File: config.mk
export PLATFORM = sky130hd
export DESIGN_NAME = pesr_regs
export DESIGN_NICKNAME = d
export VERILOG_FILES = /design/src/pesr_pkg.sv /design/src/pesr_port_if.sv /design/src/pesr_port.sv /design/src/pesr_regs.sv
export VERILOG_INCLUDE_DIRS = /design/src
export SDC_FILE = /design/constraint.sdc
export NUM_CORES = 1
export LEC_CHECK = 0
export ABC_AREA = 1
export BUFFER_PORTS_ARGS = -buffer_cell sky130_fd_sc_hd__buf_2
export CAP_MARGIN = 25
export CORE_ASPECT_RATIO = 0.8
export CORE_MARGIN = 10
export CORE_UTILIZATION = 46
export DETAILED_ROUTE_END_ITERATION = 16
export GPL_ROUTABILITY_DRIVEN = 0
export PLACE_DENSITY = 0.76
export SLEW_MARGIN = 20
export SYNTH_ARGS = -nofsm -noshare
export SYNTH_HDL_FRONTEND = slang
export SYNTH_HIERARCHICAL = 1
export SYNTH_SLANG_ARGS = --single-unit
File: constraint.sdc
create_clock -name clock -period 1.75 [get_ports clock]
set_clock_uncertainty 0.1 [all_clocks]
set_input_delay 0.35 -clock clock [delete_from_list [all_inputs] [get_ports clock]]
set_output_delay 0.35 -clock clock [all_outputs]
set_load 0.005 [all_outputs]
File: src/pesr_consts.svh
// Register indices, field positions, reset values and timing counts
`ifndef PESR_CONSTS_SVH
`define PESR_CONSTS_SVH
`define PESR_NUM_PORTS      2
`define PESR_IDX_EVENT      4'h5
`define PESR_IDX_RSVD6      4'h6
`define PESR_IDX_PAGE       4'h7
`define PESR_IDX_PSTAT      4'h8
`define PESR_IDX_PSPEED     4'h9
`define PESR_IDX_PRSVD      4'hA
`define PESR_EV_FORCERPT    0
`define PESR_EV_ARBRESET    1
`define PESR_EV_RING        2
`define PESR_EV_CABLELOST   3
`define PESR_EV_ARBTIMEOUT  4
`define PESR_EV_PORTCHANGE  5
`define PESR_EV_FASTARB     6
`define PESR_EV_MIXEDSPEED  7
`define PESR_EV_RESET       8'h08
`define PESR_PAGE_PORTSTAT  3'h0
`define PESR_PS_CHILD       4
`define PESR_PS_PEER        5
`define PESR_PS_BIAS        6
`define PESR_PS_OFF         7
`define PESR_SP_IRQON       3
`define PESR_SP_FAULT       4
`define PESR_PORT_OFF_RESET 1'h0
`define PESR_LINE_Z         2'h3
`define PESR_LINE_ONE       2'h1
`define PESR_LINE_ZERO      2'h2
`define PESR_LINE_INVALID   2'h0
`define PESR_ARB_MAX_CYCLES 16'h1388
`endif

File: src/pesr_pkg.sv
// Types shared by the event and port status register bank
`default_nettype none
package pesr_pkg;
  typedef logic [7:0] pesr_byte_t;
  typedef enum logic [1:0] {
    PESR_IDLE = 2'h1,
    PESR_DATA = 2'h2
  } pesr_bus_state_t;
endpackage : pesr_pkg
`default_nettype wire

File: src/pesr_port_if.sv
// Carrier between the register core and one port status slice
`default_nettype none
interface pesr_port_if;
  import pesr_pkg::*;
  logic       wrStat;
  logic       wrSpeed;
  pesr_byte_t wdata;
  logic       busReset;
  logic       treeIdActive;
  logic       selfIdActive;
  pesr_byte_t statByte;
  pesr_byte_t speedByte;
  logic       changeEvent;
  logic       irqOn;
  logic       portOff;
  modport ctrl (output wrStat, wrSpeed, wdata, busReset, treeIdActive,
                selfIdActive,
                input statByte, speedByte, changeEvent, irqOn, portOff);
  modport port (input wrStat, wrSpeed, wdata, busReset, treeIdActive,
                selfIdActive,
                output statByte, speedByte, changeEvent, irqOn, portOff);
endinterface : pesr_port_if
`default_nettype wire

File: src/pesr_port.sv
// Status, disable and interrupt-enable state of one cable port
`include "pesr_consts.svh"
`default_nettype none
module pesr_port
  import pesr_pkg::*;
(
  input  wire logic       clock,
  input  wire logic       arst_n,
  pesr_port_if.port       bus,
  input  wire logic       lineAZ,
  input  wire logic       lineAOne,
  input  wire logic       lineAZero,
  input  wire logic       lineBZ,
  input  wire logic       lineBOne,
  input  wire logic       lineBZero,
  input  wire logic       childIn,
  input  wire logic       peerIn,
  input  wire logic       biasIn,
  input  wire logic [2:0] rateIn,
  input  wire logic       suspendFault
);
  logic       portOff, irqOn, suspendErr, child, peer, bias;
  logic [2:0] rate;
  logic       next_portOff, next_irqOn, next_suspendErr, next_child;
  logic       next_peer, next_bias;
  logic [2:0] next_rate;

  // Z wins if comparators disagree
  function automatic logic [1:0] lineCode(input logic z, one, zero);
    if (z)         lineCode = `PESR_LINE_Z;
    else if (one)  lineCode = `PESR_LINE_ONE;
    else if (zero) lineCode = `PESR_LINE_ZERO;
    else           lineCode = `PESR_LINE_INVALID;
  endfunction : lineCode

  always_comb begin
    next_portOff = bus.wrStat ? bus.wdata[`PESR_PS_OFF] : portOff;
    next_irqOn   = bus.wrSpeed ? bus.wdata[`PESR_SP_IRQON] : irqOn;
    next_suspendErr = (suspendErr & ~(bus.wrSpeed &
                      bus.wdata[`PESR_SP_FAULT])) | suspendFault;
    next_child = bus.busReset ? 1'h0 :
                 (bus.treeIdActive ? childIn : child);
    next_rate  = bus.busReset ? 3'h0 :
                 (bus.selfIdActive ? rateIn : rate);
    next_peer  = peerIn;
    next_bias  = biasIn;
  end

  always_ff @(posedge clock or negedge arst_n) begin
    if (!arst_n) begin
      portOff    <= `PESR_PORT_OFF_RESET;
      irqOn      <= 1'h0;
      suspendErr <= 1'h0;
      child      <= 1'h0;
      rate       <= 3'h0;
      peer       <= 1'h0;
      bias       <= 1'h0;
    end else begin
      portOff    <= next_portOff;
      irqOn      <= next_irqOn;
      suspendErr <= next_suspendErr;
      child      <= next_child;
      rate       <= next_rate;
      peer       <= next_peer;
      bias       <= next_bias;
    end
  end

  assign bus.changeEvent = irqOn & ((next_peer ^ peer) | (next_bias ^ bias)
                         | (next_portOff ^ portOff)
                         | (next_suspendErr ^ suspendErr));
  assign bus.statByte  = {portOff, bias, peer, child,
                          lineCode(lineBZ, lineBOne, lineBZero),
                          lineCode(lineAZ, lineAOne, lineAZero)};
  assign bus.speedByte = {3'h0, suspendErr, irqOn, rate};
  assign bus.irqOn     = irqOn;
  assign bus.portOff   = portOff;
endmodule : pesr_port
`default_nettype wire

File: src/pesr_regs.sv
// Event, page select and paged port status registers on AHB-Lite
//
// The AHB-Lite register port is this design's own decision.
`include "pesr_consts.svh"
`default_nettype none
// Contract
// - Force flag reports loop, power, timeout regardless
// - Force flag makes resume interrupt regardless
// - Reset request starts short reset, self-clears
// - Loop sets ring flag; write-one clears
// - Supply fall sets lost flag; resets to one
// - Overlong arbitration state sets timeout flag
// - Enabled port bit changes set change flag
// - Forced resume sets change flag; write-one clears
// - Fast arbitration bit enables accelerated arbitration
// - Mixed speed bit selects per-packet speed codes
// - Page field selects paged register set
// - Port field selects port on status page
// - Line A code: Z, one, zero, invalid
// - Line B uses same coding as A
// - Peer bit shows attached node
// - Bias bit shows detected cable bias
// - Port off bit disables port
// - Rate field: bus reset clears, self-ID sets
// - Suspend error sets fault; write-one clears
module pesr_regs
  import pesr_pkg::*;
#(
  parameter logic [15:0] ARB_MAX_CYCLES = `PESR_ARB_MAX_CYCLES
)
(
  input  wire logic        clock,
  input  wire logic        arst_n,
  input  wire logic        hsel,
  input  wire logic [7:0]  haddr,
  input  wire logic [1:0]  htrans,
  input  wire logic        hwrite,
  input  wire logic [2:0]  hsize,
  input  wire logic [31:0] hwdata,
  input  wire logic        hready,
  output logic      [31:0] hrdata,
  output logic             hreadyout,
  output logic             hresp,
  input  wire logic        loopSeen,
  input  wire logic        cableSupplyPresent,
  input  wire logic        arbStateEnter,
  input  wire logic        inTreeIdStart,
  input  wire logic        busReset,
  input  wire logic        treeIdActive,
  input  wire logic        selfIdActive,
  input  wire logic        shortResetDone,
  input  wire logic        linkIfActive,
  input  wire logic [1:0]  resumeStart,
  input  wire logic [1:0]  lineAZ,
  input  wire logic [1:0]  lineAOne,
  input  wire logic [1:0]  lineAZero,
  input  wire logic [1:0]  lineBZ,
  input  wire logic [1:0]  lineBOne,
  input  wire logic [1:0]  lineBZero,
  input  wire logic [1:0]  childPort,
  input  wire logic [1:0]  peerAttached,
  input  wire logic [1:0]  cableVoltageSeen,
  input  wire logic [5:0]  peerRate,
  input  wire logic [1:0]  suspendFault,
  output logic             arbitratedResetRequest,
  output logic             fastArbitrationOn,
  output logic             mixedSpeedConcatOn,
  output logic             forceStatusReport,
  output logic             statusReportReq,
  output logic             resumeIrq,
  output logic      [1:0]  portOff
);
  localparam int NP = `PESR_NUM_PORTS;

  pesr_bus_state_t busState, next_busState;
  logic [3:0]  pendIdx, next_pendIdx;
  logic        pendWrite, next_pendWrite;
  logic [31:0] next_hrdata;
  logic        next_hreadyout;
  pesr_byte_t  evReg, next_evReg;
  logic [2:0]  pageSel, next_pageSel;
  logic [3:0]  portSel, next_portSel;
  logic        supplyPrev;
  logic [15:0] arbCount, next_arbCount;
  logic        next_statusReportReq, next_resumeIrq;
  logic        accept, wrAct, rdAct, wrEv, arbHit, reportEvt;
  pesr_byte_t  readVal, wb;
  logic [NP-1:0] portEvt, portIrqOn, wrStatV, wrSpeedV;
  pesr_byte_t  statV [NP];
  pesr_byte_t  speedV [NP];

  pesr_port_if pif [NP] ();

  // Paged port access is live only on the status page with a real port
  function automatic logic portHit(input logic [2:0] page,
                                   input logic [3:0] sel,
                                   input int unsigned p);
    portHit = (page == `PESR_PAGE_PORTSTAT) && (sel == 4'(p));
  endfunction : portHit

  genvar g;
  generate
    for (g = 0; g < NP; g++) begin : gPort
      assign pif[g].wrStat       = wrStatV[g];
      assign pif[g].wrSpeed      = wrSpeedV[g];
      assign pif[g].wdata        = wb;
      assign pif[g].busReset     = busReset;
      assign pif[g].treeIdActive = treeIdActive;
      assign pif[g].selfIdActive = selfIdActive;
      assign statV[g]     = pif[g].statByte;
      assign speedV[g]    = pif[g].speedByte;
      assign portEvt[g]   = pif[g].changeEvent;
      assign portIrqOn[g] = pif[g].irqOn;
      assign portOff[g]   = pif[g].portOff;
      assign wrStatV[g]  = wrAct && pendIdx == `PESR_IDX_PSTAT
                           && portHit(pageSel, portSel, g);
      assign wrSpeedV[g] = wrAct && pendIdx == `PESR_IDX_PSPEED
                           && portHit(pageSel, portSel, g);
      pesr_port uPort (
        .clock        (clock),
        .arst_n       (arst_n),
        .bus          (pif[g]),
        .lineAZ       (lineAZ[g]),
        .lineAOne     (lineAOne[g]),
        .lineAZero    (lineAZero[g]),
        .lineBZ       (lineBZ[g]),
        .lineBOne     (lineBOne[g]),
        .lineBZero    (lineBZero[g]),
        .childIn      (childPort[g]),
        .peerIn       (peerAttached[g]),
        .biasIn       (cableVoltageSeen[g]),
        .rateIn       (peerRate[3*g +: 3]),
        .suspendFault (suspendFault[g])
      );
    end
  endgenerate

  // One wait state per transfer so a read never races a pending write
  assign accept = hsel && htrans[1] && hready;
  assign wrAct  = (busState == PESR_DATA) && pendWrite;
  assign rdAct  = (busState == PESR_DATA) && !pendWrite;
  assign wb     = hwdata[7:0];
  assign wrEv   = wrAct && pendIdx == `PESR_IDX_EVENT;

  always_comb begin
    next_busState  = busState;
    next_pendIdx   = pendIdx;
    next_pendWrite = pendWrite;
    next_hreadyout = hreadyout;
    unique case (busState)
      PESR_IDLE: begin
        if (accept) begin
          next_busState  = PESR_DATA;
          next_pendIdx   = haddr[5:2];
          next_pendWrite = hwrite;
          next_hreadyout = 1'h0;
        end
      end
      PESR_DATA: begin
        next_busState  = PESR_IDLE;
        next_hreadyout = 1'h1;
      end
      default: begin
        next_busState  = PESR_IDLE;
        next_hreadyout = 1'h1;
      end
    endcase
  end

  // Read data: unmapped, reserved and unpopulated pages read zero
  always_comb begin
    readVal = 8'h00;
    unique case (pendIdx)
      `PESR_IDX_EVENT: readVal = evReg;
      `PESR_IDX_PAGE:  readVal = {portSel, 1'h0, pageSel};
      `PESR_IDX_PSTAT, `PESR_IDX_PSPEED: begin
        for (int p = 0; p < NP; p++) begin
          if (portHit(pageSel, portSel, p)) begin
            readVal = (pendIdx == `PESR_IDX_PSTAT) ? statV[p] : speedV[p];
          end
        end
      end
      default: readVal = 8'h00;
    endcase
    next_hrdata = rdAct ? {24'h000000, readVal} : hrdata;
  end

  // Arbitration dwell timer; tree-ID start is exempt
  always_comb begin
    if (arbStateEnter || inTreeIdStart) begin
      next_arbCount = 16'h0000;
    end else if (arbCount == ARB_MAX_CYCLES) begin
      next_arbCount = arbCount;
    end else begin
      next_arbCount = arbCount + 16'h0001;
    end
    arbHit = (next_arbCount == ARB_MAX_CYCLES)
             && (arbCount != ARB_MAX_CYCLES);
  end

  // Sticky flags: a set in the clearing cycle wins
  always_comb begin
    next_evReg = evReg;
    next_pageSel = pageSel;
    next_portSel = portSel;
    if (wrEv) begin
      next_evReg[`PESR_EV_FORCERPT]   = wb[`PESR_EV_FORCERPT];
      next_evReg[`PESR_EV_FASTARB]    = wb[`PESR_EV_FASTARB];
      next_evReg[`PESR_EV_MIXEDSPEED] = wb[`PESR_EV_MIXEDSPEED];
    end
    if (wrAct && pendIdx == `PESR_IDX_PAGE) begin
      next_pageSel = wb[2:0];
      next_portSel = wb[7:4];
    end
    next_evReg[`PESR_EV_ARBRESET] = (evReg[`PESR_EV_ARBRESET]
      & ~shortResetDone) | (wrEv & wb[`PESR_EV_ARBRESET]);
    next_evReg[`PESR_EV_RING] = (evReg[`PESR_EV_RING]
      & ~(wrEv & wb[`PESR_EV_RING])) | loopSeen;
    next_evReg[`PESR_EV_CABLELOST] = (evReg[`PESR_EV_CABLELOST]
      & ~(wrEv & wb[`PESR_EV_CABLELOST]))
      | (supplyPrev & ~cableSupplyPresent);
    next_evReg[`PESR_EV_ARBTIMEOUT] = (evReg[`PESR_EV_ARBTIMEOUT]
      & ~(wrEv & wb[`PESR_EV_ARBTIMEOUT])) | arbHit;
    next_evReg[`PESR_EV_PORTCHANGE] = (evReg[`PESR_EV_PORTCHANGE]
      & ~(wrEv & wb[`PESR_EV_PORTCHANGE])) | (|portEvt)
      | (evReg[`PESR_EV_FORCERPT] & (|resumeStart));
    reportEvt = loopSeen | (supplyPrev & ~cableSupplyPresent) | arbHit;
    next_statusReportReq = reportEvt
      & (linkIfActive | evReg[`PESR_EV_FORCERPT]);
    next_resumeIrq = |(resumeStart
      & (portIrqOn | {NP{evReg[`PESR_EV_FORCERPT]}}));
  end

  always_ff @(posedge clock or negedge arst_n) begin
    if (!arst_n) begin
      busState        <= PESR_IDLE;
      pendIdx         <= 4'h0;
      pendWrite       <= 1'h0;
      hrdata          <= 32'h00000000;
      hreadyout       <= 1'h1;
      hresp           <= 1'h0;
      evReg           <= `PESR_EV_RESET;
      pageSel         <= 3'h0;
      portSel         <= 4'h0;
      supplyPrev      <= 1'h1;
      arbCount        <= 16'h0000;
      statusReportReq <= 1'h0;
      resumeIrq       <= 1'h0;
    end else begin
      busState        <= next_busState;
      pendIdx         <= next_pendIdx;
      pendWrite       <= next_pendWrite;
      hrdata          <= next_hrdata;
      hreadyout       <= next_hreadyout;
      hresp           <= 1'h0;
      evReg           <= next_evReg;
      pageSel         <= next_pageSel;
      portSel         <= next_portSel;
      supplyPrev      <= cableSupplyPresent;
      arbCount        <= next_arbCount;
      statusReportReq <= next_statusReportReq;
      resumeIrq       <= next_resumeIrq;
    end
  end

  assign arbitratedResetRequest = evReg[`PESR_EV_ARBRESET];
  assign fastArbitrationOn      = evReg[`PESR_EV_FASTARB];
  assign mixedSpeedConcatOn     = evReg[`PESR_EV_MIXEDSPEED];
  assign forceStatusReport      = evReg[`PESR_EV_FORCERPT];
endmodule : pesr_regs
`default_nettype wire

==> summary by stage <==
Drt
The detailed-route vias per instance is 5.02. Across all layers, the routed design uses 4012 vias. The number of DRC markers in iteration 0 is 338. The detail route stage leaves a number of antenna-violating nets equal to 0.

The overall routed net length is 11900 um. For this run, design rule violations remaining after detail routing come to 0. Dividing the detail-routed wire length by the instance count gives 14.9 um. The first TritonRoute pass finished after 6 iterations.

Global route
The initial antenna violation count is 1. The via count of the first global-routing pass was 3798. The combined global-route utilization of all metal layers is 17.9%. The largest net degree at the start of global routing is 19.

The global-route wire length before repair is 18200 um. After global routing the overflow that remains totals 0.

Setup path
The type of origin of the critical path is a register. The cell depth of the worst flop-to-flop path is 12. The critical path data required time is 1.94 ns.

The last element of the critical path is statusReportReq. On the critical path, the stage with the largest delay is an instance of dfrtp_2. The worst setup path category is reg2reg. The reg-to-reg startpoint is arbCount[1]. Walking the worst path, the cells encountered are inv_2 > ha_4 > inv_2 > nor2_2 > nand2_1 > nor2_4 > nand3_2 > nand3_2 > nand3_1 > nor3_2 > nand2_2 > a21oi_2. In this design, the stage delay of the slowest critical-path cell is 0.45 ns.

The critical path contains buffers and inverters numbering 2 combined. The arrival time at the worst endpoint is 2.08 ns. The critical path crosses 12 cells after its start point.

The reg-to-reg critical path endpoint is statusReportReq. The kind of cell adding the most delay to the critical path is simple AND/OR/NAND/NOR gates. The minimum setup slack among reg-to-reg paths is -0.14 ns.

The critical path starts at arbCount[1]. The critical path endpoint category is a register. In this run the worst path has a maximum fanout of 3.

Clocking
In this run the number of H-tree levels came out at 3. Clock latency on the worst-skew pair, taken at its later pin, is 0.35 ns. The TritonCTS sink count is 67. The clock root buffer is clkbuf_8. TritonCTS built the clock tree. Clock-pin slew was measured on the worst setup and hold paths at 0.08 ns. In this run the deepest clock path goes through 2 buffers. The CTS buffer count is 9.

STA
The final number of max-transition violations was 0. The final number of hold-violating endpoints was 0. Setup violations remaining at the end of the flow were counted as 10. In the finished design, the share of the clock period the worst path needs comes to 108%. After layout, the worst setup slack is -0.139 ns.

The worst-case hold slack is 0.0259 ns. For the finished layout, the period the worst path requires is 1.89 ns. Summed over all failing endpoints, the final setup total negative slack is -0.617 ns. The highest clock rate is 529 MHz.

Setup repair after global routing could not meet its margin everywhere.

Synthesis
The share of synthesized flip-flops with an asynchronous set or reset is 100%. The XOR/XNOR share of the synthesized area is 0.219%. The synthesized area divided by synthesized cell count is 7.26 um2. The main combinational cell family by area after synthesis is simple AND/OR/NAND/NOR gates.

The fraction of the mapped netlist area in compound gates is 12.6%. The adder-cell share of the synthesized area is 0.627%. The flip-flop and latch count after synthesis is 67. Summing every instance area after synthesis gives 3990 um2. The number of enable-type register cells in the synthesized netlist is 0. During synthesis, Yosys emitted a total of 6 warnings. The simple-gate share of the synthesized area is 27.0%. The dominant register cell in the synthesized netlist is dfrtp_1. The synthesized netlist cell count is 550.

The sequential-to-total area share from yosys stat is 42.1%. The number of distinct library cells after synthesis is 31. The mux share of post-synthesis cell area is 0%.

Flow run
Max-cap violations in this run came to 0.

Place
The half-perimeter wire length after detailed placement is 8590 um. Input and output buffers added on the ports amount to 71. OpenSTA, run right after detailed placement, puts the worst setup slack at -0.161 ns.

Layout
The area growth from synthesis to layout is 33.5%. The leading cell type in the layout, fill and taps excluded is nand2_1. The number of filler cells placed in the layout is 717. The share of post-route cells with drive strength above 1 is 36.5%.

The top cell types in the final layout, fill and taps aside, are nand2_1 (105), inv_1 (79), buf_2 (71), dfrtp_1 (61). The net count of the finished layout is 771.

Die
The standard cell core area is 8480 um2. The floorplan step defined a die boundary enclosing 12800 um2. The number of I/O pins is 129.

Once the floorplan was initialized, standard cells occupied 47.1% of the core. The vertical die dimension is 103 um. The floorplan step set the die width to 124 um. The initialized floorplan defines 30 standard-cell rows.

Power and ir drop
For this design the static power due to leakage is 0.00272 uW. The power consumption is 3550 uW. Dividing total power by cell area gives a power density of 665 nW/um2. VDD sags by at most 0.000359 V.

Status
The run finished, with violations left. The final reports fail on negative setup slack.

Min path
The worst min-delay path category is in2reg.
==> through the flow <==
step | util (%) | instances | area [um2]
floorplan | - | 578 | 4120
global placement | 54.7 | 764 | 4640
detailed placement | 54.7 | 764 | 4640
CTS | 59.2 | 790 | 5020
global route | 62.9 | 800 | 5330
finish | 62.9 | 800 | 5330
==> metal layers <==
layer | up-vias | wire, um | GRT usage (%)
met5 | - | 0 | 0
met2 | 194 | 5450 | 28.4
met4 | 0 | 179 | 5.21
met3 | 20 | 1250 | 4.94
li1 | 1934 | - | -
met1 | 1864 | 5050 | 23.4
==> synth_stat cells (2+ instances only) <==
master / number / area (um2)
o22ai_1: 6 / 37.5
a221oi_1: 6 / 52.6
inv_1: 85 / 319
nor2_1: 75 / 282
ha_1: 2 / 25.0
buf_4: 47 / 353
dfrtp_1: 64 / 1600
a2bb2oi_1: 6 / 52.6
nand2_1: 123 / 462
nor3_2: 3 / 30.0
dfstp_2: 3 / 78.8
o21ai_0: 50 / 250
nor3_1: 3 / 15.0
or2_1: 2 / 12.5
nand3_1: 36 / 180
nor2_4: 3 / 33.8
a21oi_1: 11 / 55.1
clkbuf_1: 2 / 7.51
o21ai_2: 2 / 17.5
nand4_1: 8 / 50.1
conb_1: 3 / 11.3
==> logic make-up after synthesis <==
| family | Yosys count |
|---|---|
| simple gates | 255 |
| other cells | 3 |
| fa+ha+maj | 2 |
| flops | 67 |
| compound gates | 86 |
| buf+inv | 136 |
| xor+xnor | 1 |
==> flip-flops by register name (all words and copies together), names as in the netlist, 2 cells and up <==
name and cells:
busState 2, gPort.uPort/bus.portOff 2, pageSel 3, gPort.uPort/suspendErr 2, gPort.uPort/bias 2, hrdata 8, gPort.uPort/child 2, evReg 8
gPort.uPort/rate 6, pendIdx 4, gPort.uPort/bus.irqOn 2, portSel 4, gPort.uPort/peer 2, arbCount 16
==> how the worst min path moves through the flow <==
stage	slack, ns	start	cells past startpoint	endpoint
3_5_place_dp	0.21	arst_n	1	gPort[0].uPort/rate[2]
6_report	0.03	cableVoltageSeen[1]	1	gPort[1].uPort/bias
4_1_cts	0.02	cableSupplyPresent	1	supplyPrev
2_1_floorplan	-0.05	arst_n	0	arbCount[0]
3_3_place_gp	0.21	arst_n	1	arbCount[8]
5_1_grt	0.005	cableSupplyPresent	1	supplyPrev
==> worst reg2reg max path, delay by kind of cell, from the launching register on <==
| family | cells | cell delay, ns |
|---|---|---|
| AND/OR/NAND/NOR | 8 | 0.87 |
| flip-flops | 1 | 0.45 |
| adder cells (fa/ha/maj) | 1 | 0.15 |
| buffers and inverters | 2 | 0.14 |
| AO/OA/AOI/OAI | 1 | 0.12 |
==> power by group <==
part / internal (uW) / total [uW] / switching [uW]
clock network: 520 / 1170 / 652
registers: 1650 / 1730 / 78.5
logic: 292 / 644 / 352
total: 2460 / 3550 / 1080
==> timing repair <==
item / CTS / global route
hold buffers: 1 / 0
resized for setup: 39 / 74
buffers inserted: 9 / 9
hold endpoints to repair: 12 / 0
pin swaps: 18 / 47
setup endpoints to repair: 9 / 22
==> final cells by class <==
class	count	area (um2)	area share (%)
clock inverter	7	55.1	1.03
inverter	87	332	6.22
tap	112	140	2.63
timing repair buffer	142	932	17.5
multi-input combinational	375	2060	38.7
clock buffer	9	124	2.32
antenna	1	2.50	0.0469
sequential	67	1680	31.6
(Power assumes the default switching activity.)
